[src/hw/bpa_pkg.sv]
// Purpose: Shared constants and types of the backplane analyzer and vector mask block.
// Assumes: 16-bit host register interface on global addresses 9xx.
// Notes:   One place for offsets, field positions, reset values and timing counts.
package bpa_pkg;

  // ---------------------------------------------------------------
  // Register offsets
  // ---------------------------------------------------------------
  localparam logic [11:0] BPA_CTRL_ADDR = 12'h900;
  localparam logic [11:0] BPA_MASK_ADDR = 12'h901;
  localparam logic [11:0] BPA_STAT_ADDR = 12'h904;
  localparam logic [11:0] BPA_BUF_FIRST = 12'h920;
  localparam logic [11:0] BPA_BUF_LAST  = 12'h93f;

  // ---------------------------------------------------------------
  // Capture control fields and reset values
  // ---------------------------------------------------------------
  localparam int          BPA_CHAN_MSB   = 15;
  localparam int          BPA_CHAN_LSB   = 11;
  localparam int          BPA_STRM_MSB   = 7;
  localparam int          BPA_STRM_LSB   = 6;
  localparam int          BPA_EN_BIT     = 5;
  localparam int          BPA_FRM_MSB    = 4;
  localparam int          BPA_FRM_LSB    = 2;
  localparam int          BPA_WHOLE_BIT  = 1;
  localparam int          BPA_REPEAT_BIT = 0;
  localparam logic [15:0] BPA_CTRL_RST   = 16'h0000;
  localparam logic [15:0] BPA_CTRL_WMASK = 16'hf8ff;
  localparam logic [15:0] BPA_MASK_RST   = 16'h0000;

  // ---------------------------------------------------------------
  // Mask layout: four sources per framer
  // ---------------------------------------------------------------
  localparam int BPA_MASK_FRAMERS = 4;
  localparam int BPA_SRC_PER_FRM  = 4;
  localparam int BPA_SRC_HDLC     = 3;
  localparam int BPA_SRC_ELASTIC  = 2;
  localparam int BPA_SRC_RXLINE   = 1;
  localparam int BPA_SRC_SYNC     = 0;

  // ---------------------------------------------------------------
  // Backplane timing
  // ---------------------------------------------------------------
  localparam int BPA_CK_SLOW_KHZ   = 4096;
  localparam int BPA_CK_FAST_KHZ   = 16384;
  localparam int BPA_CK_PER_BIT    = 2;
  localparam int BPA_BITS_PER_CHAN = 8;
  localparam int BPA_CK_PER_CHAN   = BPA_CK_PER_BIT * BPA_BITS_PER_CHAN;
  localparam int BPA_SLOTS_SLOW    = BPA_CK_SLOW_KHZ / (BPA_CK_PER_CHAN * 8);
  localparam int BPA_SLOTS_FAST    = BPA_CK_FAST_KHZ / (BPA_CK_PER_CHAN * 8);
  localparam int BPA_LAST_CAP_CHAN = 32;
  localparam int BPA_BUF_WORDS     = int'(BPA_BUF_LAST - BPA_BUF_FIRST) + 1;
  localparam int BPA_FRAMERS       = 8;
  localparam int BPA_TICK_W        = 4;
  localparam int BPA_SLOT_W        = 7;
  localparam int BPA_BUF_AW        = 6;

  // ---------------------------------------------------------------
  // Types
  // ---------------------------------------------------------------
  typedef enum logic [1:0] {
    BPA_STRM_DATA_IN  = 2'b00,
    BPA_STRM_DATA_OUT = 2'b01,
    BPA_STRM_SIG_IN   = 2'b10,
    BPA_STRM_SIG_OUT  = 2'b11
  } bpa_stream_t;

  typedef enum logic [1:0] {
    BPA_CAP_IDLE = 2'b00,
    BPA_CAP_ARM  = 2'b01,
    BPA_CAP_RUN  = 2'b10,
    BPA_CAP_DONE = 2'b11
  } bpa_cap_st_t;

  typedef struct packed {
    logic [7:0] data_in;
    logic [7:0] data_out;
    logic [7:0] sig_in;
    logic [7:0] sig_out;
  } bpa_chan_t;

  typedef struct packed {
    logic        cs;
    logic        wr;
    logic        rd;
    logic [11:0] addr;
    logic [15:0] wdata;
  } bpa_host_req_t;

  typedef struct packed {
    logic                  we;
    logic [BPA_BUF_AW-1:0] addr;
    logic [7:0]            data;
  } bpa_buf_wr_t;

  typedef struct packed {
    logic                  strobe;
    logic [BPA_SLOT_W-1:0] chan;
  } bpa_slot_t;

endpackage : bpa_pkg

[src/hw/bpa_top.sv]
// Purpose: Backplane analyzer capture control and framer 0-3 vector mask registers.
// Assumes: Host strobes and backplane timing inputs are synchronous to clock.
// Notes:   Capture buffer memory lives outside; this block drives its write port.
//
// Behaviour
// - Channel-select field, bits 15-11, picks channel stored in per-channel mode.
// - Stream-select bits 7-6: data in, data out, signaling in, signaling out.
// - Buffer is written only while capture-enable bit 5 is set.
// - Framer-select bits 4-2 choose which of framers 0-7 is captured.
// - Whole-frame bit 1 at zero: selected channel written once per frame.
// - Whole-frame bit set: every channel up to 32 of each frame written; slow-rate frames end at channel 31.
// - Repeat bit 0 set refills continuously; clear stops after the last fill write, which slow-rate whole-frame never reaches.
// - A pulse marks each last fill write: per-channel word FILL_LEN-1, or the whole-frame channel 32 write.
// - Mask bit one holds its vector status bit at zero.
// - All mask bits reset to zero.
// - Channel timing comes from system clock tick and frame pulse, rate selectable.
`timescale 1ns/1ps
`default_nettype none
module bpa_top #(
  parameter int FILL_LEN    = bpa_pkg::BPA_BUF_WORDS,
  parameter int CK_PER_CHAN = bpa_pkg::BPA_CK_PER_CHAN
) (
  // Clock and reset
  input  wire logic                  clock,
  input  wire logic                  srst,
  // Host register port
  input  wire bpa_pkg::bpa_host_req_t host_req,
  output logic [15:0]                host_rdata,
  // Backplane timing
  input  wire logic                  frame_pulse,
  input  wire logic                  sys_ck_tick,
  input  wire logic                  rate_fast,
  // Framer stream bytes of the current slot
  input  wire bpa_pkg::bpa_chan_t [7:0] framer_chan,
  // Capture buffer write port
  output bpa_pkg::bpa_buf_wr_t       buf_wr,
  output logic                       cap_full_pulse,
  // Interrupt vector status
  input  wire logic [15:0]           vec_status_raw,
  output logic [15:0]                vec_status_out
);
  import bpa_pkg::*;

  if (FILL_LEN < 1 || FILL_LEN > (1 << BPA_BUF_AW)) begin : g_chk
    $error("FILL_LEN out of range");
  end

  typedef struct packed {
    logic [15:0]           ctrl;
    logic [15:0]           mask;
    bpa_cap_st_t           fsm;
    logic [BPA_BUF_AW-1:0] fill;
    logic [15:0]           rdata;
    bpa_buf_wr_t           bw;
    logic                  full;
  } bpa_top_st_t;

  bpa_top_st_t q;
  bpa_top_st_t d;
  bpa_slot_t   slot;

  // ---------------------------------------------------------------
  // Control field views
  // ---------------------------------------------------------------
  logic        cap_en;
  logic        whole_frame_capture;
  logic        repeat_mode;
  logic [4:0]  capture_channel_select;
  bpa_stream_t capture_stream_select;
  logic [2:0]  capture_framer_select;
  bpa_chan_t   fr_sel;
  logic [7:0]  sel_byte;
  logic [15:0] stat_word;

  assign cap_en                 = q.ctrl[BPA_EN_BIT];
  assign whole_frame_capture    = q.ctrl[BPA_WHOLE_BIT];
  assign repeat_mode            = q.ctrl[BPA_REPEAT_BIT];
  assign capture_channel_select = q.ctrl[BPA_CHAN_MSB:BPA_CHAN_LSB];
  assign capture_stream_select  = bpa_stream_t'(q.ctrl[BPA_STRM_MSB:BPA_STRM_LSB]);
  assign capture_framer_select  = q.ctrl[BPA_FRM_MSB:BPA_FRM_LSB];
  assign stat_word              = {13'h0000, (q.fsm == BPA_CAP_DONE), q.fsm};

  // ---------------------------------------------------------------
  // Source selection
  // ---------------------------------------------------------------
  always_comb begin
    fr_sel = framer_chan[capture_framer_select];
    unique case (capture_stream_select)
      BPA_STRM_DATA_IN:  sel_byte = fr_sel.data_in;
      BPA_STRM_DATA_OUT: sel_byte = fr_sel.data_out;
      BPA_STRM_SIG_IN:   sel_byte = fr_sel.sig_in;
      BPA_STRM_SIG_OUT:  sel_byte = fr_sel.sig_out;
    endcase
  end

  // ---------------------------------------------------------------
  // Slot timing
  // ---------------------------------------------------------------
  bpa_slot_timer #(
    .CK_PER_CHAN (CK_PER_CHAN)
  ) u_slot (
    .clock       (clock),
    .srst        (srst),
    .frame_pulse (frame_pulse),
    .ck_tick     (sys_ck_tick),
    .rate_fast   (rate_fast),
    .slot        (slot)
  );

  // ---------------------------------------------------------------
  // Registers and capture sequencing
  // ---------------------------------------------------------------
  always_comb begin
    d       = q;
    d.bw.we = 1'b0;
    d.full  = 1'b0;

    if (host_req.cs && host_req.wr) begin
      unique case (host_req.addr)
        BPA_CTRL_ADDR: d.ctrl = host_req.wdata & BPA_CTRL_WMASK;
        BPA_MASK_ADDR: d.mask = host_req.wdata;
        default:       d.ctrl = q.ctrl;
      endcase
    end
    if (host_req.cs && host_req.rd) begin
      unique case (host_req.addr)
        BPA_CTRL_ADDR: d.rdata = q.ctrl;
        BPA_MASK_ADDR: d.rdata = q.mask;
        BPA_STAT_ADDR: d.rdata = stat_word;
        default:       d.rdata = 16'h0000;
      endcase
    end

    unique case (q.fsm)
      BPA_CAP_IDLE: begin
        if (cap_en) begin
          d.fsm = BPA_CAP_ARM;
        end
      end
      BPA_CAP_ARM: begin
        if (!cap_en) begin
          d.fsm = BPA_CAP_IDLE;
        end else if (frame_pulse) begin
          d.fsm  = BPA_CAP_RUN;
          d.fill = '0;
        end
      end
      BPA_CAP_RUN: begin
        if (!cap_en) begin
          d.fsm = BPA_CAP_IDLE;
        end else if (slot.strobe && whole_frame_capture) begin
          if (slot.chan <= BPA_SLOT_W'(BPA_LAST_CAP_CHAN)) begin
            d.bw.we   = 1'b1;
            d.bw.addr = slot.chan[BPA_BUF_AW-1:0];
            d.bw.data = sel_byte;
            if (slot.chan == BPA_SLOT_W'(BPA_LAST_CAP_CHAN)) begin
              d.full = 1'b1;
              if (!repeat_mode) begin
                d.fsm = BPA_CAP_DONE;
              end
            end
          end
        end else if (slot.strobe && slot.chan == {2'b00, capture_channel_select}) begin
          d.bw.we   = 1'b1;
          d.bw.addr = q.fill;
          d.bw.data = sel_byte;
          if (q.fill == BPA_BUF_AW'(FILL_LEN - 1)) begin
            d.fill = '0;
            d.full = 1'b1;
            if (!repeat_mode) begin
              d.fsm = BPA_CAP_DONE;
            end
          end else begin
            d.fill = q.fill + 1'b1;
          end
        end
      end
      BPA_CAP_DONE: begin
        if (!cap_en) begin
          d.fsm = BPA_CAP_IDLE;
        end
      end
    endcase
  end

  always_ff @(posedge clock) begin
    if (srst) begin
      q      <= '0;
      q.ctrl <= BPA_CTRL_RST;
      q.mask <= BPA_MASK_RST;
      q.fsm  <= BPA_CAP_IDLE;
    end else begin
      q <= d;
    end
  end

  // ---------------------------------------------------------------
  // Vector status masking
  // ---------------------------------------------------------------
  bpa_vec_mask #(
    .FRAMERS    (BPA_MASK_FRAMERS)
  ) u_mask (
    .clock      (clock),
    .srst       (srst),
    .status_raw (vec_status_raw),
    .mask       (q.mask),
    .status_out (vec_status_out)
  );

  assign host_rdata     = q.rdata;
  assign buf_wr         = q.bw;
  assign cap_full_pulse = q.full;
endmodule : bpa_top
`default_nettype wire

[src/hw/bpa_slot_timer.sv]
// Purpose: Channel slot timer driven by the system clock tick and the frame pulse.
// Assumes: frame_pulse marks the start of channel 0; ck_tick is one backplane clock.
// Notes:   Emits one strobe at the end of every channel slot of the frame.
`timescale 1ns/1ps
`default_nettype none
module bpa_slot_timer #(
  parameter int CK_PER_CHAN = bpa_pkg::BPA_CK_PER_CHAN
) (
  // Clock and reset
  input  wire logic         clock,
  input  wire logic         srst,
  // Backplane timing
  input  wire logic         frame_pulse,
  input  wire logic         ck_tick,
  input  wire logic         rate_fast,
  // Slot output
  output bpa_pkg::bpa_slot_t slot
);
  import bpa_pkg::*;

  if (CK_PER_CHAN < 1 || CK_PER_CHAN > (1 << BPA_TICK_W)) begin : g_chk
    $error("CK_PER_CHAN out of range");
  end

  typedef struct packed {
    logic                  active;
    logic [BPA_TICK_W-1:0] ticks;
    logic [BPA_SLOT_W-1:0] slot;
    bpa_slot_t             out;
  } bpa_slot_st_t;

  bpa_slot_st_t          q;
  bpa_slot_st_t          d;
  logic [BPA_SLOT_W-1:0] last_slot;

  // ---------------------------------------------------------------
  // Slot counting
  // ---------------------------------------------------------------
  always_comb begin
    last_slot    = rate_fast ? BPA_SLOT_W'(BPA_SLOTS_FAST - 1) : BPA_SLOT_W'(BPA_SLOTS_SLOW - 1);
    d            = q;
    d.out.strobe = 1'b0;
    if (frame_pulse) begin
      d.active = 1'b1;
      d.ticks  = '0;
      d.slot   = '0;
    end else if (q.active && ck_tick) begin
      if (q.ticks == BPA_TICK_W'(CK_PER_CHAN - 1)) begin
        d.ticks      = '0;
        d.out.strobe = 1'b1;
        d.out.chan   = q.slot;
        if (q.slot == last_slot) begin
          d.active = 1'b0;
        end else begin
          d.slot = q.slot + 1'b1;
        end
      end else begin
        d.ticks = q.ticks + 1'b1;
      end
    end
  end

  always_ff @(posedge clock) begin
    if (srst) begin
      q <= '0;
    end else begin
      q <= d;
    end
  end

  assign slot = q.out;
endmodule : bpa_slot_timer
`default_nettype wire

[src/hw/bpa_vec_mask.sv]
// Purpose: Gates per-framer interrupt vector status bits with their mask bits.
// Assumes: Raw status bits arrive in the same layout as the mask register.
// Notes:   Output is registered, one cycle behind raw status and mask.
`timescale 1ns/1ps
`default_nettype none
module bpa_vec_mask #(
  parameter int FRAMERS = bpa_pkg::BPA_MASK_FRAMERS
) (
  // Clock and reset
  input  wire logic                  clock,
  input  wire logic                  srst,
  // Status and mask
  input  wire logic [FRAMERS*4-1:0]  status_raw,
  input  wire logic [FRAMERS*4-1:0]  mask,
  output logic      [FRAMERS*4-1:0]  status_out
);
  import bpa_pkg::*;

  if (FRAMERS < 1 || FRAMERS > BPA_FRAMERS) begin : g_chk
    $error("FRAMERS out of range");
  end

  typedef struct packed {
    logic [FRAMERS*BPA_SRC_PER_FRM-1:0] status;
  } bpa_vec_st_t;

  bpa_vec_st_t q;
  bpa_vec_st_t d;
  logic [FRAMERS*BPA_SRC_PER_FRM-1:0] gated;

  // ---------------------------------------------------------------
  // Per-bit gating
  // ---------------------------------------------------------------
  for (genvar i = 0; i < FRAMERS * BPA_SRC_PER_FRM; i++) begin : g_bit
    assign gated[i] = status_raw[i] & ~mask[i];
  end

  always_comb begin
    d        = q;
    d.status = gated;
  end

  always_ff @(posedge clock) begin
    if (srst) begin
      q <= '0;
    end else begin
      q <= d;
    end
  end

  assign status_out = q.status;
endmodule : bpa_vec_mask
`default_nettype wire

[config.mk]
export PLATFORM = sky130hd
export DESIGN_NAME = bpa_top
export DESIGN_NICKNAME = d
export VERILOG_FILES = /design/src/hw/bpa_pkg.sv /design/src/hw/bpa_top.sv /design/src/hw/bpa_slot_timer.sv /design/src/hw/bpa_vec_mask.sv
export SDC_FILE = /design/constraint.sdc
export NUM_CORES = 1
export LEC_CHECK = 0
export BUFFER_PORTS_ARGS = -buffer_cell sky130_fd_sc_hd__buf_2
export CORE_AREA = 2 2 139 141
export CTS_BUF_LIST = sky130_fd_sc_hd__clkbuf_16
export CTS_CLUSTER_SIZE = 40
export DETAILED_ROUTE_END_ITERATION = 7
export DIE_AREA = 0 0 141 143
export PLACE_DENSITY_LB_ADDON = 0.25
export SETUP_SLACK_MARGIN = 0.1
export SKIP_LAST_GASP = 1
export SLEW_MARGIN = 25
export SYNTH_ARGS = -nofsm -noshare
export SYNTH_HDL_FRONTEND = slang
export SYNTH_HIERARCHICAL = 1
export SYNTH_SLANG_ARGS = --single-unit
[constraint.sdc]
create_clock -name clock -period 2.35 [get_ports clock]
set_input_delay 0 -clock clock [delete_from_list [all_inputs] [get_ports clock]]
set_output_delay 0 -clock clock [all_outputs]
set_load 0.005 [all_outputs]
==> results of run 1 <==
==> sequential cells by signal, summed over array words and instances (netlist names), 2 cells and up <==
signal,cells
q,26
host_rdata,16
u_mask/status_out,16
buf_wr,15
u_slot/q,12
u_slot/slot,8
capture_channel_select,5
capture_framer_select,3
capture_stream_select,2
==> power groups by stage <==
stage | logic (mW) | clock network, mW | registers [mW]
3_3_place_gp | 0.480 | 0 | 1.84
2_1_floorplan | 0.170 | 0 | 1.84
6_report | 0.532 | 1.50 | 1.80
4_1_cts | 0.529 | 1.55 | 1.80
5_1_grt | 0.573 | 1.62 | 1.80
3_5_place_dp | 0.482 | 0 | 1.84
==> cell families after synthesis <==
kind of cell / Yosys count / share of synthesized area [%]
fa+ha+maj: 3 / 0.5455
compound gates: 150 / 14.56
mux: 110 / 25.16
flops: 105 / 30.55
xor+xnor: 7 / 0.8909
buf+inv: 98 / 8.218
simple gates: 264 / 20.07
==> layout make-up <==
| cell class | instances | share of cell area (%) |
|---|---|---|
| sequential | 105 | 22.41 |
| antenna | 2 | 0.05316 |
| clock buffer | 9 | 2.392 |
| clock inverter | 7 | 0.7310 |
| multi-input combinational | 534 | 45.00 |
| timing repair buffer | 426 | 26.02 |
| tap | 234 | 3.110 |
| inverter | 7 | 0.2791 |
==> worst max-delay path, stage by stage (launching register included) <==
cell and delay, ps:
dfxtp_1 300, or4b_1 550, or4_4 480, o31a_1 360, o311ai_2 260, o41ai_2 120
==> cells in the final DEF, fill, tap and decap left out, drive strengths merged, types with 8 or more instances in the layout <==
master	Yosys	layout
mux4	48	48
buf	59	393
a311oi	8	8
clkbuf	32	9
dfxtp	105	105
nand2b	9	9
a21oi	32	32
o21ai	44	44
mux2	24	24
nor3	20	20
nor2b	14	14
mux2i	38	38
inv	7	10
a2111oi	8	8
nor2	60	60
o22ai	18	18
nand3	25	25
nand2	78	78
a22oi	15	15
nor3b	16	16
dlygate4sd3	0	33
==> worst max path at each step <==
stage	end	cells after the start	startpoint	slack [ps]
2_1_floorplan	q[37]	7	u_slot/slot[5]	130
3_5_place_dp	buf_wr[6]	5	q[57]	60
5_1_grt	buf_wr[11]	6	u_slot/slot[6]	80
3_3_place_gp	buf_wr[6]	5	q[57]	80
6_report	q[37]	5	q[57]	140
4_1_cts	q[35]	6	q[57]	130
==> layer usage <==
metal | vias to the layer above | part of all wire [%] | GRT usage, %
met5 | - | 0.052 | 0
met4 | 2 | 1.4 | 3.842
met3 | 31 | 8.8 | 7.243
met2 | 319 | 46 | 38.00
met1 | 3285 | 43 | 30.88
li1 | 3419 | - | -
==> per-stage QoR <==
step	cells	power (mW)	hold WS, ps	util (%)	area [sq um]
floorplan	737	2.014	144.7	-	6885
global placement	1267	2.319	236.4	46.74	8685
detailed placement	1267	2.321	239.7	46.74	8685
CTS	1317	3.876	19.39	50.23	9333
global route	1322	3.986	51.67	50.64	9409
finish	1324	3.832	30.55	50.67	9414
==> repair_timing <==
action / in CTS / in global routing
hold buffers: 33 / 0
pin swaps: 1 / 1
endpoints found under the hold margin: 45 / 0
setup buffers: 1 / 5
resized for setup: 1 / 4
setup endpoints to repair: 5 / 17
==> impl_metrics.yaml, run 1 <==
pwr:
  swShare_pct: 23.06
  p_leak_nw: 3.887
  seqPwrFrac_pct: 46.9
  switching_power_mw: 0.8838
  vdd_ir_drop_max_uv: 293.1
  pwr-share-clk_pct: 39.2
  pwr-share-comb_pct: 13.9
  powerDensity_nw_per_um2: 407.1
  p_int_mw: 2.949
synthesis:
  synth_cell_types: 65
  postSynthCellCount: 737
  syn_area_sq_um: 6882
  synth_area_leaders: "dfxtp_1 31%, mux4_2 16%, mux2i_1 5.5%"
  synthFlopType: "dfxtp_1"
  synthTopCellsByCount: "105 x dfxtp_1, 77 x nand2_1, 58 x nor2_1"
  synth_top_area_share_pct: 30.55
  yosysWarnings: 6
  synth_most_common_cell: "dfxtp_1"
  synth.avg_cell_area_sq_um: 9.337
  synth_nets: 1048
  yosys_register_bits: 105
  synth_seq_area_share_pct: 30.55
  synth_edf_count: 0
  synth_largest_area_cell: "dfxtp_1"
  async_flop_share_pct: 0
floorplanning:
  fp.dieW_microns: 141
  die_area_sq_um: 20160
  floorplan.die.height_microns: 143
  placeableCoreArea_sq_um: 18580
  initial_core_util_pct: 37.04
  rows: 50
  ios: 356
worst_setup_path:
  critical_path_class: "flip-flop to flip-flop"
  crit_path_max_fanout: 4
  required_ps: 2570
  worst_setup_path_end_kind: "flip-flop"
  cp-start-kind: "flip-flop"
  r2r_slack_ps: 140
  cp_data_arrival_time_ps: 2430
  worst-r2r-cell-count: 5
  timing.rr.start: "q[57]"
  regToRegEndpoint: "q[37]"
global_routing:
  grt_max_degree: 49
  grt_pass1_vias: 6798
  grt.overflow.total: 0
  antenna_found_initial: 3
  grt_pass1_wl_microns: 36400
  grt.total_usage_pct: 23.26
final_layout:
  seqCellArea_sq_um: 2110
  nFillCells: 1785
  multiInputGateArea_sq_um: 4237
  drive_gt1_share_pct: 46.97
  finalNetCount: 1394
  area_growth_pct: 36.80
drt:
  routedWlPerCell_microns: 19.02
  drt-total-wl_microns: 25180
  vias: 7056
  remaining_drc_errors: 0
  detail_route.vias_per_cell: 5.329
  ant_nets: 0
  drt_iter0_drc: 326
  dr.pass1.iters: 5
sta:
  period_needed_ps: 2210
  slew_violations: 0
  finalSetupViolations: 0
  worst_pin_slew_ps: 747.0
  fmax_mhz: 452.6
  skew_ps: 9.965
  slew_headroom_pct: 50.02
  fin_tns_setup_ps: 0
  min_period_over_period_pct: 94.03
  rsz0062_at_grt: "true"
  layout_setup_ws_ps: 140.4
  finalHoldViolations: 0
worst_hold_path:
  min_from: "rate_fast"
  min_path_type: "input port to flip-flop"
  hold_end: "u_slot/q[14]"
  min_path_cells: 3
clock_network:
  cts.clk_slew.worst_paths_ps: 70
  cts_tree: "done"
  cts_buffers: 9
  clk_path_buf_depth: 2
  clock-sinks: 105
  clk_latency_ps: 350
  htreeDepth: 3
  cts-root-buf: "clkbuf_16"
placement:
  place_ws_ps: 61.75
  dp_hpwl_microns: 20240
  gp_congestion: 0.8752
  port_buffers: 355
job:
  cap_violations: 0
run_status:
  status: "complete, no violations"
Note: power is estimated with default switching activity, not from simulation.
==> run 2: changes to the inputs <==
==> constraint.sdc (replaced) <==
create_clock -name clock -period 2.35 [get_ports clock]
set_input_delay 0.235 -clock clock [delete_from_list [all_inputs] [get_ports clock]]
set_output_delay 0.235 -clock clock [all_outputs]
set_load 0.005 [all_outputs]
==> run 2 against run 1 <==
Flip-flop and latch count unchanged. Clock power about the same. Critical path depth increased by 1. Critical path type unchanged.
==> impl_metrics.yaml, run 2 (synthesized netlist as in run 1, its figures left out) <==
run_status:
  status: "complete, no violations"
floorplanning:
  fp.dieW_microns: 141
  die_area_sq_um: 20160
  placeableCoreArea_sq_um: 18580
  ios: 356
  initial_core_util_pct: 37.04
  floorplan.die.height_microns: 143
  rows: 50
pwr:
  p_leak_nw: 3.753
  powerDensity_nw_per_um2: 417.0
  vdd_ir_drop_max_uv: 394.1
  fin_total_pwr_mw: 3.783
worst_setup_path:
  required_ps: 2650
  cp_data_arrival_time_ps: 2510
  cp_slowest_cell: "or4b_1"
  critical_path_class: "flip-flop to flip-flop"
  crit_path_max_fanout: 4
  worst_setup_path_end_kind: "flip-flop"
  crit_family: "simple AND/OR/NAND/NOR gates"
  path_cells: "or4b_1, or4_4, buf_4, or2_1, nor4b_1, a31o_1"
  max_stage_delay_ps: 540
  path_buf_inv: 1
  cp-start-kind: "flip-flop"
final_layout:
  area_growth_pct: 31.85
  nFillCells: 1834
  largest_reg_flops: 26
  final_area_sq_um: 9074
  layout_common_cells: "355 x buf_2, 103 x dfxtp_1, 77 x nand2_1, 58 x nor2_1, 48 x mux4_2"
  fin_util_pct: 48.84
  final_common_cell: "buf_2"
  drive_gt1_share_pct: 48.44
  final_cell_count_no_fill: 1291
  finalNetCount: 1362
  regMostFlops: "q"
drt:
  routedWlPerCell_microns: 19.55
  m1WireLength_microns: 10800
  detail_route.vias_per_cell: 5.421
  ant_nets: 0
  drt-total-wl_microns: 25240
  vias: 6998
  dr_wl_met2_microns: 11760
  dr.pass1.iters: 5
  drt_iter0_drc: 381
  wl_met3_microns: 2262
  top_layer: "met5"
  remaining_drc_errors: 0
global_routing:
  antenna_found_initial: 4
  grt_pass1_wl_microns: 36630
  grt_pass1_vias: 6636
  grt_max_degree: 64
  grt.total_usage_pct: 23.41
  grt.overflow.total: 0
placement:
  dp_hpwl_microns: 20580
  gp_congestion: 0.8790
  place_ws_ps: 33.88
  dp.cells: 1266
  post_dp_cell_area_sq_um: 8677
  port_buffers: 355
sta:
  rsz0062_at_grt: "true"
  fmax_mhz: 452.6
  slew_headroom_pct: 51.64
  fin_tns_setup_ps: 0
  period_needed_ps: 2210
  worst_pin_slew_ps: 725.4
  layout_setup_ws_ps: 140.4
  slew_violations: 0
  skew_ps: 8.315
  hold_ws_ps: 115.0
  finalSetupViolations: 0
  min_period_over_period_pct: 94.03
  finalHoldViolations: 0
worst_hold_path:
  min_path_type: "input port to flip-flop"
clock_network:
  clk_latency_ps: 350
  cts_buffers: 9
  htreeDepth: 3
  cts.clk_slew.worst_paths_ps: 70
  clock-sinks: 105
  clk_path_buf_depth: 2
  cts-root-buf: "clkbuf_16"
  cts_tree: "done"
job:
  cap_violations: 0
[run 2: worst paths after layout]
check / slack (ps) / cells after the start / endpoint / startpoint
min: 120 / 2 / u_mask/status_out[4] / vec_status_raw[4]
max: 140 / 6 / q[35] / q[57]
max reg2reg: 140 / 6 / q[35] / q[57]
min reg2reg: 450 / 2 / host_rdata[13] / host_rdata[13]
[run 2: layout make-up]
class	instances	area, sq um	share of cell area, %
antenna	2	5.005	0.05516
clock buffer	9	225.2	2.482
clock inverter	6	60.06	0.6619
inverter	7	26.28	0.2896
multi-input combinational	534	4228	46.59
sequential	105	2110	23.25
tap	234	292.8	3.227
timing repair buffer	394	2127	23.44
[run 2: metal layers]
layer	vias to the layer above	track usage, %
met3	27	6.137
met2	315	37.59
met5	-	0
li1	3343	-
met1	3311	31.83
met4	2	5.211
[run 2: timing repair]
item | CTS | global route
setup endpoints to repair | 3 | 16
pin swaps | 1 | 0
buffers inserted | 2 | 6
resized for setup | 1 | 3
hold buffers | 0 | 0
[run 2: power by group]
part / switching (mW) / internal, mW
logic: 0.193 / 0.296
registers: 0.00581 / 1.79
clock network: 0.677 / 0.819
total: 0.876 / 2.91
[run 2: worst register-to-register path: cells and delay by family (launching register included)]
| kind | cells | cell delay [ps] |
|---|---|---|
| buffers and inverters | 1 | 180 |
| DFF | 1 | 310 |
| and+or+nand+nor | 4 | 1550 |
| AOI/OAI and AO/OA | 1 | 140 |
